<file path="src/flash_seq_pkg.sv">
// Summary of operation
// - reject program/erase until divider gives valid clock
// - clock divider accepts one write after reset
// - pulses timed in whole timing-clock periods
// - byte program, page/mass erase, blank check
// - buffer-empty flag set while buffer can accept
// - complete flag only when all done, none waiting
// - protected target sets violation, array untouched
// - other sequence departures set access error
// - sequence starts with array write, latched
// - erase/blank ignore data, any address in range
// - command code written second, five valid codes
// - writing one to empty flag registers command
// - writing zero mid-sequence aborts with access error
// - byte, row, page address fields
// - smallest erase is one whole page
// - lowest 128 array bytes hidden behind RAM
// - burst shortcut needs same row, registered early
// - full program phase order and lengths
// - command start synchronised to timing clock edge
// - chained burst skips all but byte programming
// - durations 9, 4, 4000, 40000 timing cycles
// - access error sticky, blocks new commands
// - invalid command code sets access error
// - array write while buffer full is error
// - stop mode aborts operation, sets access error
package flash_seq_pkg;
  localparam int BUS_HZ      = 20_000_000;
  localparam int NV_TIMING_CLOCK_MIN_HZ = 150_000;
  localparam int NV_TIMING_CLOCK_MAX_HZ = 200_000;
  // divider period bounds in bus cycles; shortest period is fastest clock
  localparam logic [9:0] PERIOD_MIN = 10'(BUS_HZ / NV_TIMING_CLOCK_MAX_HZ);
  localparam logic [9:0] PERIOD_MAX = 10'(BUS_HZ / NV_TIMING_CLOCK_MIN_HZ);

  localparam logic [11:0] OFF_DIV  = 12'h000;
  localparam logic [11:0] OFF_PROT = 12'h004;
  localparam logic [11:0] OFF_STAT = 12'h008;
  localparam logic [11:0] OFF_CMD  = 12'h00c;
  localparam logic [11:0] OFF_ARR  = 12'h010;

  localparam int DIV_LOADED = 7;
  localparam int DIV_PRE8   = 6;
  localparam int ST_CBEF    = 7;
  localparam int ST_CCF     = 6;
  localparam int ST_PVIOL   = 5;
  localparam int ST_ACCERR  = 4;
  localparam int ST_BLANK   = 2;
  localparam int PROT_OPEN  = 7;
  localparam int PROT_DIS   = 6;
  localparam int ARR_DATA_LSB = 16;

  localparam logic [7:0] CMD_BLANK = 8'h05;
  localparam logic [7:0] CMD_BYTE  = 8'h20;
  localparam logic [7:0] CMD_BURST = 8'h25;
  localparam logic [7:0] CMD_PAGE  = 8'h40;
  localparam logic [7:0] CMD_MASS  = 8'h41;

  localparam logic [15:0] ARRAY_BASE   = 16'h1000;
  localparam logic [15:0] ARRAY_TOP    = 16'hffff;
  localparam logic [15:0] HIDDEN_BYTES = 16'h0080;
  localparam int ROW_LSB  = 6;
  localparam int PAGE_LSB = 9;
  localparam logic [15:0] PAGE_BYTES = 16'h0200;

  localparam logic [15:0] T_NV_SETUP = 16'h0001;
  localparam logic [15:0] T_PG_SETUP = 16'h0002;
  localparam logic [15:0] T_PROG     = 16'h0004;
  localparam logic [15:0] T_NV_HOLD  = 16'h0001;
  localparam logic [15:0] T_RECOVER  = 16'h0001;
  localparam int PAGE_ERASE_TICKS = 4000;
  localparam int MASS_ERASE_TICKS = 40000;

  typedef enum {SEQ_IDLE, SEQ_ADDR, SEQ_CMD} seq_e;
  typedef enum {X_IDLE, X_START, X_NV_SETUP, X_PG_SETUP, X_PROG,
                X_NV_HOLD, X_RECOVER, X_ERASE, X_BLANK} exec_e;

  typedef struct packed {
    logic [15:0] addr;
    logic [7:0]  data;
    logic        hv_on;
    logic        prog;
    logic        erase;
    logic        erase_all;
  } nv_ctrl_s;

  typedef struct packed {
    logic [7:0]  cmd;
    logic [15:0] addr;
    logic [7:0]  data;
  } cmd_buf_s;
endpackage

</file>
<file path="src/flash_command_sequencer.sv">
`timescale 1ns/10ps
`default_nettype none
module flash_command_sequencer #(
  parameter int PAGE_ERASE = flash_seq_pkg::PAGE_ERASE_TICKS,
  parameter int MASS_ERASE = flash_seq_pkg::MASS_ERASE_TICKS
) (
  input  wire logic                   aclk,
  input  wire logic                   aresetn,
  input  wire logic [11:0]            s_axi_awaddr,
  input  wire logic                   s_axi_awvalid,
  output var  logic                   s_axi_awready,
  input  wire logic [31:0]            s_axi_wdata,
  input  wire logic [3:0]             s_axi_wstrb,
  input  wire logic                   s_axi_wvalid,
  output var  logic                   s_axi_wready,
  output var  logic [1:0]             s_axi_bresp,
  output var  logic                   s_axi_bvalid,
  input  wire logic                   s_axi_bready,
  input  wire logic [11:0]            s_axi_araddr,
  input  wire logic                   s_axi_arvalid,
  output var  logic                   s_axi_arready,
  output var  logic [31:0]            s_axi_rdata,
  output var  logic [1:0]             s_axi_rresp,
  output var  logic                   s_axi_rvalid,
  input  wire logic                   s_axi_rready,
  input  wire logic [7:0]             nv_protect_setting,
  input  wire logic                   stop_mode_req,
  output var  flash_seq_pkg::nv_ctrl_s nv_ctrl,
  input  wire logic [7:0]             nv_rd_data
);
  import flash_seq_pkg::*;

  function automatic logic [9:0] div_period(input logic [7:0] d);
    logic [9:0] base;
    base = {4'h0, d[5:0]} + 10'h001;
    div_period = d[DIV_PRE8] ? {base[6:0], 3'h0} : base;
  endfunction

  function automatic logic is_protected(input logic [15:0] a,
                                        input logic [7:0] p);
    logic [15:0] size;
    size = PAGE_BYTES << ((p[2:0] > 3'h6) ? 3'h6 : p[2:0]);
    is_protected = !p[PROT_OPEN] ||
                   (!p[PROT_DIS] && (a >= (ARRAY_TOP - size + 16'h0001)));
  endfunction

  // ---------------- bus slave ----------------
  logic        aw_have_q, w_have_q;
  logic [11:0] awaddr_q;
  logic [31:0] wdata_q;
  logic [3:0]  wstrb_q;
  logic        wr_fire, wr_mapped, wr_div, wr_stat, wr_cmd, wr_arr;

  assign wr_fire = aw_have_q && w_have_q && !s_axi_bvalid;

  always_ff @(posedge aclk) begin
    if (!aresetn) begin
      aw_have_q     <= 1'b0;
      w_have_q      <= 1'b0;
      awaddr_q      <= 12'h000;
      wdata_q       <= 32'h0000_0000;
      wstrb_q       <= 4'h0;
      s_axi_awready <= 1'b0;
      s_axi_wready  <= 1'b0;
      s_axi_bvalid  <= 1'b0;
      s_axi_bresp   <= 2'h0;
    end else begin
      if (s_axi_awvalid && s_axi_awready) begin
        aw_have_q <= 1'b1;
        awaddr_q  <= s_axi_awaddr;
      end
      if (s_axi_wvalid && s_axi_wready) begin
        w_have_q <= 1'b1;
        wdata_q  <= s_axi_wdata;
        wstrb_q  <= s_axi_wstrb;
      end
      if (wr_fire) begin
        aw_have_q    <= 1'b0;
        w_have_q     <= 1'b0;
        s_axi_bvalid <= 1'b1;
        s_axi_bresp  <= wr_mapped ? 2'h0 : 2'h2;
      end else if (s_axi_bvalid && s_axi_bready) begin
        s_axi_bvalid <= 1'b0;
      end
      // one write in flight: ready drops once an item is held
      s_axi_awready <= !aw_have_q && !(s_axi_awvalid && s_axi_awready) &&
                       !wr_fire && !s_axi_bvalid;
      s_axi_wready  <= !w_have_q && !(s_axi_wvalid && s_axi_wready) &&
                       !wr_fire && !s_axi_bvalid;
    end
  end

  always_comb begin
    wr_mapped = (awaddr_q == OFF_DIV) || (awaddr_q == OFF_PROT) ||
                (awaddr_q == OFF_STAT) || (awaddr_q == OFF_CMD) ||
                (awaddr_q == OFF_ARR);
    wr_div  = wr_fire && wstrb_q[0] && (awaddr_q == OFF_DIV);
    wr_stat = wr_fire && wstrb_q[0] && (awaddr_q == OFF_STAT);
    wr_cmd  = wr_fire && wstrb_q[0] && (awaddr_q == OFF_CMD);
    wr_arr  = wr_fire && (wstrb_q[2:0] == 3'h7) && (awaddr_q == OFF_ARR);
  end

  // ---------------- divider and timing clock ----------------
  logic [7:0] div_q;
  logic [9:0] tick_cnt_q;
  logic       tick;
  logic       div_ok;
  seq_e       seq_q, seq_d;

  assign div_ok = div_q[DIV_LOADED] && (div_period(div_q) >= PERIOD_MIN) &&
                  (div_period(div_q) <= PERIOD_MAX);
  assign tick   = div_q[DIV_LOADED] && (tick_cnt_q == 10'h000);

  always_ff @(posedge aclk) begin
    if (!aresetn) begin
      div_q <= 8'h00;
    end else if (wr_div && !div_q[DIV_LOADED] && seq_q == SEQ_IDLE) begin
      div_q <= {1'b1, wdata_q[6:0]};
    end
  end

  // free-running period counter gives the timing-clock edges
  always_ff @(posedge aclk) begin
    if (!aresetn || !div_q[DIV_LOADED]) begin
      tick_cnt_q <= 10'h000;
    end else if (tick) begin
      tick_cnt_q <= div_period(div_q) - 10'h001;
    end else begin
      tick_cnt_q <= tick_cnt_q - 10'h001;
    end
  end

  // ---------------- stop mode synchroniser ----------------
  logic stop_meta_q, stop_q;
  always_ff @(posedge aclk) begin
    if (!aresetn) begin
      stop_meta_q <= 1'b0;
      stop_q      <= 1'b0;
    end else begin
      stop_meta_q <= stop_mode_req;
      stop_q      <= stop_meta_q;
    end
  end

  // ---------------- command sequence checker ----------------
  cmd_buf_s latch_q, latch_d;
  cmd_buf_s pend_q;
  logic     pend_q_v;
  logic     seq_err, do_register, pviol_set;
  logic     accerr_q, pviol_q, blank_q;
  logic     exec_busy, take_pend, burst_chain, stop_abort;
  logic [15:0] arr_addr;
  logic        code_ok, code_hv;

  assign arr_addr = wdata_q[15:0];

  always_comb begin
    code_ok = (wdata_q[7:0] == CMD_BLANK) || (wdata_q[7:0] == CMD_BYTE) ||
              (wdata_q[7:0] == CMD_BURST) || (wdata_q[7:0] == CMD_PAGE) ||
              (wdata_q[7:0] == CMD_MASS);
    code_hv = code_ok && (wdata_q[7:0] != CMD_BLANK);
    seq_d       = seq_q;
    latch_d     = latch_q;
    seq_err     = 1'b0;
    do_register = 1'b0;
    pviol_set   = 1'b0;
    if (wr_arr) begin
      // buffer full / error pending / hidden bytes
      if (!div_q[DIV_LOADED] || pend_q_v || accerr_q ||
          seq_q != SEQ_IDLE || arr_addr < ARRAY_BASE + HIDDEN_BYTES) begin
        seq_err = 1'b1;
      end else begin
        seq_d        = SEQ_ADDR;
        latch_d.addr = arr_addr;
        latch_d.data = wdata_q[ARR_DATA_LSB +: 8];
      end
    end else if (wr_cmd) begin
      if (seq_q != SEQ_ADDR || !code_ok || (code_hv && !div_ok)) begin
        seq_err = 1'b1;
      end else begin
        seq_d       = SEQ_CMD;
        latch_d.cmd = wdata_q[7:0];
      end
    end else if (wr_stat && seq_q != SEQ_IDLE) begin
      seq_d = SEQ_IDLE;
      if (seq_q == SEQ_CMD && wdata_q[ST_CBEF]) begin
        if (latch_q.cmd == CMD_MASS) begin
          pviol_set = is_protected(ARRAY_TOP, nv_protect_setting);
        end else if (latch_q.cmd != CMD_BLANK) begin
          pviol_set = is_protected(latch_q.addr, nv_protect_setting);
        end
        do_register = !pviol_set;
      end else begin
        // abort by writing zero, other order faults
        seq_err = 1'b1;
      end
    end else if (wr_div && seq_q != SEQ_IDLE) begin
      seq_err = 1'b1;
    end
    if (seq_err) begin
      seq_d = SEQ_IDLE;
    end
  end

  always_ff @(posedge aclk) begin
    if (!aresetn) begin
      seq_q   <= SEQ_IDLE;
      latch_q <= '0;
    end else begin
      seq_q   <= seq_d;
      latch_q <= latch_d;
    end
  end

  always_ff @(posedge aclk) begin
    if (!aresetn) begin
      pend_q_v <= 1'b0;
      pend_q   <= '0;
    end else if (do_register) begin
      pend_q_v <= 1'b1;
      pend_q   <= latch_q;
    end else if (take_pend || burst_chain || stop_abort) begin
      pend_q_v <= 1'b0;
    end
  end

  // ---------------- operation engine ----------------
  exec_e       x_q;
  cmd_buf_s    act_q;
  logic [15:0] tcnt_q;
  logic [15:0] scan_q;
  logic        scan_chk_q, scan_done_q;
  logic        phase_end;

  assign exec_busy  = (x_q != X_IDLE);
  assign take_pend  = !exec_busy && pend_q_v;
  assign phase_end  = tick && (tcnt_q == 16'h0001);
  assign stop_abort = stop_q && (exec_busy || pend_q_v);
  assign burst_chain = (x_q == X_PROG) && phase_end &&
                       (act_q.cmd == CMD_BURST) && pend_q_v &&
                       (pend_q.cmd == CMD_BURST) &&
                       (pend_q.addr[15:ROW_LSB] == act_q.addr[15:ROW_LSB]);

  always_ff @(posedge aclk) begin
    if (!aresetn) begin
      x_q         <= X_IDLE;
      act_q       <= '0;
      tcnt_q      <= 16'h0000;
      scan_q      <= ARRAY_BASE;
      scan_chk_q  <= 1'b0;
      scan_done_q <= 1'b0;
    end else if (stop_abort) begin
      x_q <= X_IDLE;
    end else begin
      case (x_q)
        X_IDLE: begin
          if (take_pend) begin
            act_q <= pend_q;
            x_q   <= X_START;
          end
        end
        // wait for the next timing-clock edge
        X_START: begin
          if (tick) begin
            case (act_q.cmd)
              CMD_PAGE: begin
                x_q    <= X_ERASE;
                tcnt_q <= 16'(PAGE_ERASE);
                act_q.addr <= {act_q.addr[15:PAGE_LSB], 9'h000};
              end
              CMD_MASS: begin
                x_q    <= X_ERASE;
                tcnt_q <= 16'(MASS_ERASE);
              end
              CMD_BLANK: begin
                x_q         <= X_BLANK;
                scan_q      <= ARRAY_BASE;
                scan_chk_q  <= 1'b0;
                scan_done_q <= 1'b0;
              end
              default: begin
                x_q    <= X_NV_SETUP;
                tcnt_q <= T_NV_SETUP;
              end
            endcase
          end
        end
        X_NV_SETUP: begin
          if (phase_end) begin
            x_q    <= X_PG_SETUP;
            tcnt_q <= T_PG_SETUP;
          end else if (tick) begin
            tcnt_q <= tcnt_q - 16'h0001;
          end
        end
        X_PG_SETUP: begin
          if (phase_end) begin
            x_q    <= X_PROG;
            tcnt_q <= T_PROG;
          end else if (tick) begin
            tcnt_q <= tcnt_q - 16'h0001;
          end
        end
        X_PROG: begin
          if (burst_chain) begin
            act_q  <= pend_q;
            tcnt_q <= T_PROG;
          end else if (phase_end) begin
            x_q    <= X_NV_HOLD;
            tcnt_q <= T_NV_HOLD;
          end else if (tick) begin
            tcnt_q <= tcnt_q - 16'h0001;
          end
        end
        X_NV_HOLD: begin
          if (phase_end) begin
            x_q    <= X_RECOVER;
            tcnt_q <= T_RECOVER;
          end else if (tick) begin
            tcnt_q <= tcnt_q - 16'h0001;
          end
        end
        X_RECOVER, X_ERASE: begin
          if (phase_end) begin
            x_q <= X_IDLE;
          end else if (tick) begin
            tcnt_q <= tcnt_q - 16'h0001;
          end
        end
        // one array byte compared per bus cycle
        X_BLANK: begin
          scan_chk_q <= !scan_done_q;
          if (scan_q == ARRAY_TOP) begin
            scan_done_q <= 1'b1;
          end else begin
            scan_q <= scan_q + 16'h0001;
          end
          if (scan_done_q && !scan_chk_q) begin
            x_q <= X_IDLE;
          end
        end
        default: x_q <= X_IDLE;
      endcase
    end
  end

  // ---------------- status flags, set wins over clear ----------------
  always_ff @(posedge aclk) begin
    if (!aresetn) begin
      accerr_q <= 1'b0;
      pviol_q  <= 1'b0;
      blank_q  <= 1'b0;
    end else begin
      // sticky until a one is written
      if (seq_err || stop_abort) begin
        accerr_q <= 1'b1;
      end else if (wr_stat && wdata_q[ST_ACCERR]) begin
        accerr_q <= 1'b0;
      end
      if (pviol_set) begin
        pviol_q <= 1'b1;
      end else if (wr_stat && wdata_q[ST_PVIOL]) begin
        pviol_q <= 1'b0;
      end
      if (x_q == X_START && tick && act_q.cmd == CMD_BLANK) begin
        blank_q <= 1'b1;
      end else if (x_q == X_BLANK && scan_chk_q && nv_rd_data != 8'hff) begin
        blank_q <= 1'b0;
      end
    end
  end

  // ---------------- array-side controls ----------------
  always_ff @(posedge aclk) begin
    if (!aresetn) begin
      nv_ctrl <= '0;
    end else begin
      nv_ctrl.addr <= (x_q == X_BLANK) ? scan_q : act_q.addr;
      nv_ctrl.data <= act_q.data;
      nv_ctrl.hv_on <= (x_q inside {X_NV_SETUP, X_PG_SETUP, X_PROG,
                                    X_NV_HOLD, X_ERASE}) && !stop_abort;
      nv_ctrl.prog  <= (x_q == X_PROG) && !stop_abort;
      nv_ctrl.erase <= (x_q == X_ERASE) && !stop_abort;
      nv_ctrl.erase_all <= (x_q == X_ERASE) && (act_q.cmd == CMD_MASS) &&
                           !stop_abort;
    end
  end

  // ---------------- register reads ----------------
  logic [7:0] stat_rd;
  // empty and complete flags from buffer and engine
  assign stat_rd = {!pend_q_v, !pend_q_v && !exec_busy, pviol_q, accerr_q,
                    1'b0, blank_q, 2'h0};

  always_ff @(posedge aclk) begin
    if (!aresetn) begin
      s_axi_arready <= 1'b0;
      s_axi_rvalid  <= 1'b0;
      s_axi_rdata   <= 32'h0000_0000;
      s_axi_rresp   <= 2'h0;
    end else begin
      s_axi_arready <= !s_axi_rvalid && !(s_axi_arvalid && s_axi_arready);
      if (s_axi_arvalid && s_axi_arready) begin
        s_axi_rvalid <= 1'b1;
        s_axi_rresp  <= 2'h0;
        case (s_axi_araddr)
          OFF_DIV:  s_axi_rdata <= {24'h000000, div_q};
          OFF_PROT: s_axi_rdata <= {24'h000000, nv_protect_setting};
          OFF_STAT: s_axi_rdata <= {24'h000000, stat_rd};
          OFF_CMD:  s_axi_rdata <= {24'h000000, latch_q.cmd};
          OFF_ARR:  s_axi_rdata <= {8'h00, latch_q.data, latch_q.addr};
          default: begin
            s_axi_rdata <= 32'h0000_0000;
            s_axi_rresp <= 2'h2;
          end
        endcase
      end else if (s_axi_rvalid && s_axi_rready) begin
        s_axi_rvalid <= 1'b0;
      end
    end
  end
endmodule
`default_nettype wire

</file>
<file path="config.mk">
export PLATFORM = sky130hd
export DESIGN_NAME = flash_command_sequencer
export DESIGN_NICKNAME = d
export VERILOG_FILES = /design/src/flash_seq_pkg.sv /design/src/flash_command_sequencer.sv
export SDC_FILE = /design/constraint.sdc
export NUM_CORES = 1
export LEC_CHECK = 0
export BUFFER_PORTS_ARGS = -buffer_cell sky130_fd_sc_hd__buf_2
export CAP_MARGIN = 10
export CORE_ASPECT_RATIO = 1.4
export CORE_MARGIN = 4
export CORE_UTILIZATION = 46
export CTS_BUF_LIST = sky130_fd_sc_hd__clkbuf_4
export DETAILED_ROUTE_END_ITERATION = 12
export GPL_TIMING_DRIVEN = 0
export PLACE_DENSITY = 0.66
export SLEW_MARGIN = 40
export SYNTH_ARGS = -nofsm -noshare
export SYNTH_HDL_FRONTEND = slang
export SYNTH_SLANG_ARGS = --single-unit
</file>
<file path="constraint.sdc">
create_clock -name aclk -period 4.6 [get_ports aclk]
set_input_delay 0.46 -clock aclk [delete_from_list [all_inputs] [get_ports aclk]]
set_output_delay 0.46 -clock aclk [all_outputs]
set_load 0.03 [all_outputs]
</file>
==> key figures, run 1 <==
Run status
  – Status: finished clean

Drt
  – Total Wirelength: 33000 microns
  – DRC viols: 0
  – DRT Pass-1 Iters: 5
  – DRT iter0 DRCs: 564
  – Vias per cell: 5.41
  – Routed WL per cell: 17.2 microns
  – Routed vias: 10400
  – Antenna Violating Nets Remaining: 0

STA
  – Setup Viol. Count Final: 0
  – Final hold violation count: 0
  – Period utilization: 0.679
  – Skew final: 44.2 ps
  – Crit path time final: 3120 ps
  – Worst slew pin tran: 836 ps
  – Worst rel slew slack: 0.442
  – Fmax: 0.320 GHz
  – Setup TNS: 0 ps
  – RSZ-0062 raised after global routing: no
  – Max-slew violations: 0

Hold path
  – Type of the worst min-delay path: input port to flip-flop

Synth
  – Syn Std Cell Area: 11500 sq um
  – Mux share of post-synthesis cell area: 0.0566
  – Post-synthesis sequential area ratio: 0.452
  – Avg Synthesized Cell Area: 8.72 sq um
  – Synth Area in Adders: 0.0130
  – Largest family of logic cells by synthesized area: simple AND/OR/NAND/NOR gates
  – EDFF count, synth: 0
  – Synth warnings: 0
  – Post-Syn Instances: 1320
  – Most used DFF post-synth: dfxtp_1
  – Xor/xnor share of the synthesized area: 0.0221
  – Compound-Gate Fraction of Synth Area: 0.167
  – Post-Synth Simple-Gate Area: 0.247
  – Yosys reg bits: 260
  – Synth async-reset ratio: 0
  – Netlist cell types: 74

Run
  – Max Cap Viol: 0

Clock tree
  – Clk sink count: 260
  – Post-CTS Resized: 0
  – Clock latency on the worst-skew pair: 730 ps
  – Worst-path clk slew: 80 ps
  – CTS Root Cell: clkbuf_4
  – Clk buf depth: 3
  – CTS buffer count: 61
  – CTS tree: done
  – H-tree levels: 2

Floorplan
  – Die width: 142 microns
  – IO Pins: 153
  – Total core area: 24700 sq um
  – Die area: 27700 sq um
  – Die Y: 195 microns
  – FP Rows: 68
  – Starting density of the core: 0.467

Worst setup path
  – CP endpoint kind: flip-flop
  – Crit Path Class: flip-flop to flip-flop
  – Required time worst endpoint: 5190 ps
  – Startpoint Class: flip-flop
  – CP max FO: 10
  – Crit path DAT: 3710 ps

Layout
  – Fill cells: 2370
  – Fin cells: 1925
  – Share of layout cells above drive strength 1: 0.163
  – Nets@finish: 1663
  – Sequential Area: 5200 sq um
  – Area delta synth->final: 19.7%
  – Footprint of the multi-input gates: 5900 sq um
  – Commonest non-fill, non-tap cells in the layout: dfxtp_1, nand2_1, buf_2, clkbuf_4, nor2b_1
  – Commonest non-fill, non-tap cell in the layout: dfxtp_1

Place
  – Placed Instances: 1778
  – RePlAce Congestion: 0.952
  – DP HPWL: 24400 microns
  – Port Buffers: 133

Global routing
  – Initial antenna violation count: 2
  – Vias in the first global route: 10300
  – Total Routing Usage GR: 0.233
  – First-pass GRT wire length: 52200 microns
  – Overflow after GRT: 0
  – Largest net degree at the start of global routing: 18

Power
  – Static Leak: 0.00533 uW
  – Power density cells: 311 nW/um^2
  – Worst vdd ir: 0.192 mV
-- final timing paths --
path                                    from            end  slack, ps  depth (start not counted)
worst max-delay path                div_q[7]  tick_cnt_q[6]       1480                         10
worst min-delay path            s_axi_bready   s_axi_bvalid         60                          3
worst max register to register      div_q[7]  tick_cnt_q[6]       1480                         10
worst min register to register     pend_q[4]       act_q[4]        430                          2
-- metrics by stage --
stage	worst slack [ps]	hold WS, ps	total power, uW	area [sq um]	utilization
floorplan	2050	412	2480	11500	-
global placement	1510	427	2570	12600	0.511
detailed placement	1410	438	2570	12600	0.512
CTS	1500	0.822	4340	13800	0.558
global route	1220	25.8	4480	13800	0.559
finish	1480	62.1	4290	13800	0.559
-- timing repair --
item                                   CTS  global route
hold buffers                            41             0
setup buffers                            0             0
endpoints found under the hold margin   41             0
-- where the power goes --
group | total, uW | internal [uW] | switching (uW)
Sequential | 2300 | 2280 | 23.0
Clock | 1740 | 835 | 906
Combinational | 252 | 106 | 147
Total | 4290 | 3220 | 1080
-- area by class of cell --
class / count / area share
tap: 315 / 0.0286
inverter: 21 / 0.00572
multi-input combinational: 961 / 0.428
buffer: 88 / 0.0300
antenna: 1 / 0.000182
sequential: 260 / 0.378
clock buffer: 83 / 0.0452
clock inverter: 22 / 0.00681
timing repair buffer: 174 / 0.0781
-- Yosys cell counts, types with 9 or more instances --
master,number,area (sq um)
nor2b_1,72,450
nand3_1,55,275
nor4b_1,9,78.8
o21ai_0,66,330
xnor2_1,19,166
and2_1,18,113
nand2b_1,9,56.3
nand4_1,18,113
clkbuf_1,64,240
nor3_1,41,205
nand2_1,207,777
a21oi_1,41,205
and3_1,12,75.1
a31oi_1,16,100
buf_4,11,82.6
nor2_1,58,218
o21a_1,11,82.6
a22o_1,22,193
ha_1,12,150
nor4_1,15,93.8
a21boi_0,61,458
xor2_1,10,87.6
mux2i_1,64,641
dfxtp_1,260,5200
inv_1,20,75.1
-- state kept, by name (all words and copies together), names as in the netlist, 3 cells and up --
name and flops:
latch_q 32, act_q 32, wstrb_q 3, awaddr_q 12
wdata_q 24, tick_cnt_q 10, s_axi_rdata 24, pend_q 32
div_q 8, tcnt_q 16, scan_q 16, nv_ctrl 28
x_q 4
-- kinds of logic after synthesis --
logic type | Yosys count
adders and majority gates | 12
AOI/OAI and AO/OA | 285
and+or+nand+nor | 559
muxes | 65
xor gates and xnor gates | 29
other | 1
buffers and inverters | 109
DFF | 260
-- per-layer routing --
metal	share of wire	vias to the layer above	global-route usage
met5	0.00024	-	0
met4	0.048	2	0.121
met3	0.049	96	0.0453
met2	0.50	319	0.412
met1	0.40	4827	0.263
li1	-	5165	-
-- worst max-delay path, stage by stage, from the launching register on --
cell	delay (ps)
dfxtp_1	520
nor4b_1	340
and3_1	210
clkbuf_1	450
buf_1	530
a31oi_1	180
ha_1	240
and2_1	170
nand4_1	160
xnor2_1	140
nor2_1	50
Power figures use the tool's default switching activity.
==> run 2: changes to the inputs <==
PLACE_DENSITY = 0.68   (was 0.66)
clock period = 2.8 ns   (was 4.6 ns; I/O delays follow)
==> key figures, run 2 (synthesis results as in run 1) <==
Floorplan
  – Total core area: 24700 sq um
  – Die area: 27700 sq um
  – Die width: 142 microns
  – Die Y: 195 microns
  – Starting density of the core: 0.467
  – IO Pins: 153
  – FP Rows: 68

Power
  – Sw frac: 0.240
  – Worst vdd ir: 0.327 mV
  – Clock network fraction of total power: 0.436
  – Power consumption: 7480 uW
  – Static Leak: 0.00552 uW
  – Internal Pwr Total: 5680 uW
  – Gate power share: 0.058
  – Power density cells: 528 nW/um^2
  – Psw: 1800 uW
  – Flop pwr share: 0.506

Place
  – Placed Area: 12600 sq um
  – Port Buffers: 133
  – RePlAce Congestion: 0.928
  – DP HPWL: 24300 microns

Drt
  – Routed vias: 10600
  – DRT Pass-1 Iters: 5
  – DRT iter0 DRCs: 681
  – Total Wirelength: 33400 microns
  – Routed WL per cell: 17.2 microns
  – DRC viols: 0
  – Vias per cell: 5.45
  – Antenna Violating Nets Remaining: 0

STA
  – Skew final: 32.7 ps
  – Period utilization: 0.992
  – Setup Viol. Count Final: 0
  – Crit path time final: 2780 ps
  – Worst slew pin tran: 857 ps
  – Final hold violation count: 0
  – Setup TNS: 0 ps
  – Fmax: 0.360 GHz
  – Worst rel slew slack: 0.429
  – Max-slew violations: 0
  – RSZ-0062 raised after global routing: no

Hold path
  – Hold endpoint: s_axi_rdata[2]
  – Worst Hold Launch: s_axi_araddr[4]
  – Hold depth: 4
  – Type of the worst min-delay path: input port to flip-flop

Global routing
  – Initial antenna violation count: 1
  – Met1 GRT Util: 0.266
  – Total Routing Usage GR: 0.235
  – Vias in the first global route: 10200
  – Grt met3 use: 0.0458
  – First-pass GRT wire length: 52400 microns
  – Largest net degree at the start of global routing: 11
  – Met2 usage: 0.416
  – Overflow after GRT: 0
  – Top Usage Layer GRT: met2

Worst setup path
  – Crit-path slowest cell: dlygate4sd3_1
  – Largest delay share family, worst path: simple AND/OR/NAND/NOR gates
  – Startpoint Class: input port
  – CP max stage delay: 560 ps
  – R2r setup slk: 110 ps
  – Crit path top cell by count: nor4_1
  – Worst r2r dst: tcnt_q[13]
  – R2r worst-path depth: 8
  – CP bufs+invs: 4
  – CP endpoint kind: flip-flop
  – Reg2reg start: x_q[0]
  – Crit path DAT: 3330 ps
  – Worst path cell trace: dlygate4sd3_1 > buf_2 > or3_1 > ha_1 > o211ai_1 > a21oi_1 > nor4_1 > nor4_1 > nor3b_2 > buf_4 > buf_6 > mux2i_1 > nor2b_1
  – CP max FO: 10
  – Required time worst endpoint: 3350 ps
  – Crit Path Class: input port to flip-flop

Layout
  – Sequential Area: 5200 sq um
  – Share of layout cells above drive strength 1: 0.187
  – Commonest non-fill, non-tap cells in the layout: dfxtp_1, nand2_1, buf_2, clkbuf_4, nor2b_1
  – Area delta synth->final: 22.9%
  – Largest regs: act_q x32, latch_q x32, pend_q x32
  – Commonest non-fill, non-tap cell in the layout: dfxtp_1
  – Nets@finish: 1682
  – Footprint of the multi-input gates: 6010 sq um
  – Fill cells: 2260
  – Final Util: 0.573
  – Fin area: 14100 sq um

Clock tree
  – CTS buffer count: 67
  – Clock latency on the worst-skew pair: 690 ps
  – Clk sink count: 260
  – CTS tree: done
  – Worst-path clk slew: 70 ps
  – H-tree levels: 3
  – Clk buf depth: 3
  – CTS Root Cell: clkbuf_4

Run status
  – Status: finished clean

Run
  – Max Cap Viol: 0
==> run 2: cell type report <==
class,instances,area share
Multi-Input combinational cell,961,0.425
Timing Repair Buffer,190,0.0868
Sequential cell,260,0.368
Tap cell,315,0.0279
Clock buffer,90,0.0478
Clock inverter,14,0.00990
Inverter,21,0.00557
Buffer,85,0.0294
Antenna cell,1,0.000177
==> run 2: layer usage <==
layer	up-vias	part of all wire
met1	4858	0.39
met4	0	0.043
met2	393	0.51
li1	5202	-
met3	99	0.059
met5	-	0
==> run 2: worst max-delay path by stage <==
| stage | start | slack, ps | to | cells past startpoint |
|---|---|---|---|---|
| after floorplan | s_axi_bvalid | 250 | pend_q[10] | 9 |
| after global placement | div_q[7] | -210 | tick_cnt_q[6] | 10 |
| after detailed placement | tcnt_q[6] | -240 | act_q[24] | 9 |
| after CTS | div_q[2] | 6 | latch_q[24] | 7 |
| after global routing | nv_protect_setting[2] | 0.8 | pend_q[4] | 13 |
| final | nv_protect_setting[2] | 20 | pend_q[4] | 13 |
==> run 2: stage by stage <==
step	hold WS [ps]	setup slack, ps	instances
2_1_floorplan	407	253	1330
3_3_place_gp	422	-214	1778
3_5_place_dp	426	-240	1778
4_1_cts	30.7	6.26	1935
5_1_grt	47.4	0.813	1937
6_report	65.8	23.7	1937
==> run 2: what timing repair did <==
| action | 4_1_cts | 5_1_grt |
|---|---|---|
| setup buffers | 1 | 2 |
| pin swaps | 0 | 3 |
| setup endpoints to repair | 89 | 99 |
| hold buffers | 54 | 0 |
| gates resized for setup | 11 | 34 |
| hold endpoints to repair | 48 | 0 |
==> run 2: worst min-delay path, cell delays in order <==
cell	delay [ps]
buf_2	150
nor4_4	90
nand2_1	100
a31oi_1	90
==> run 2: power by group through the flow <==
stage / logic, uW / clock network, uW / registers (uW)
after detailed placement: 367 / 0 / 3860
after CTS: 428 / 3350 / 3780
after global routing: 469 / 3520 / 3780
after floorplan: 196 / 0 / 3870
after global placement: 363 / 0 / 3860
final: 433 / 3260 / 3780
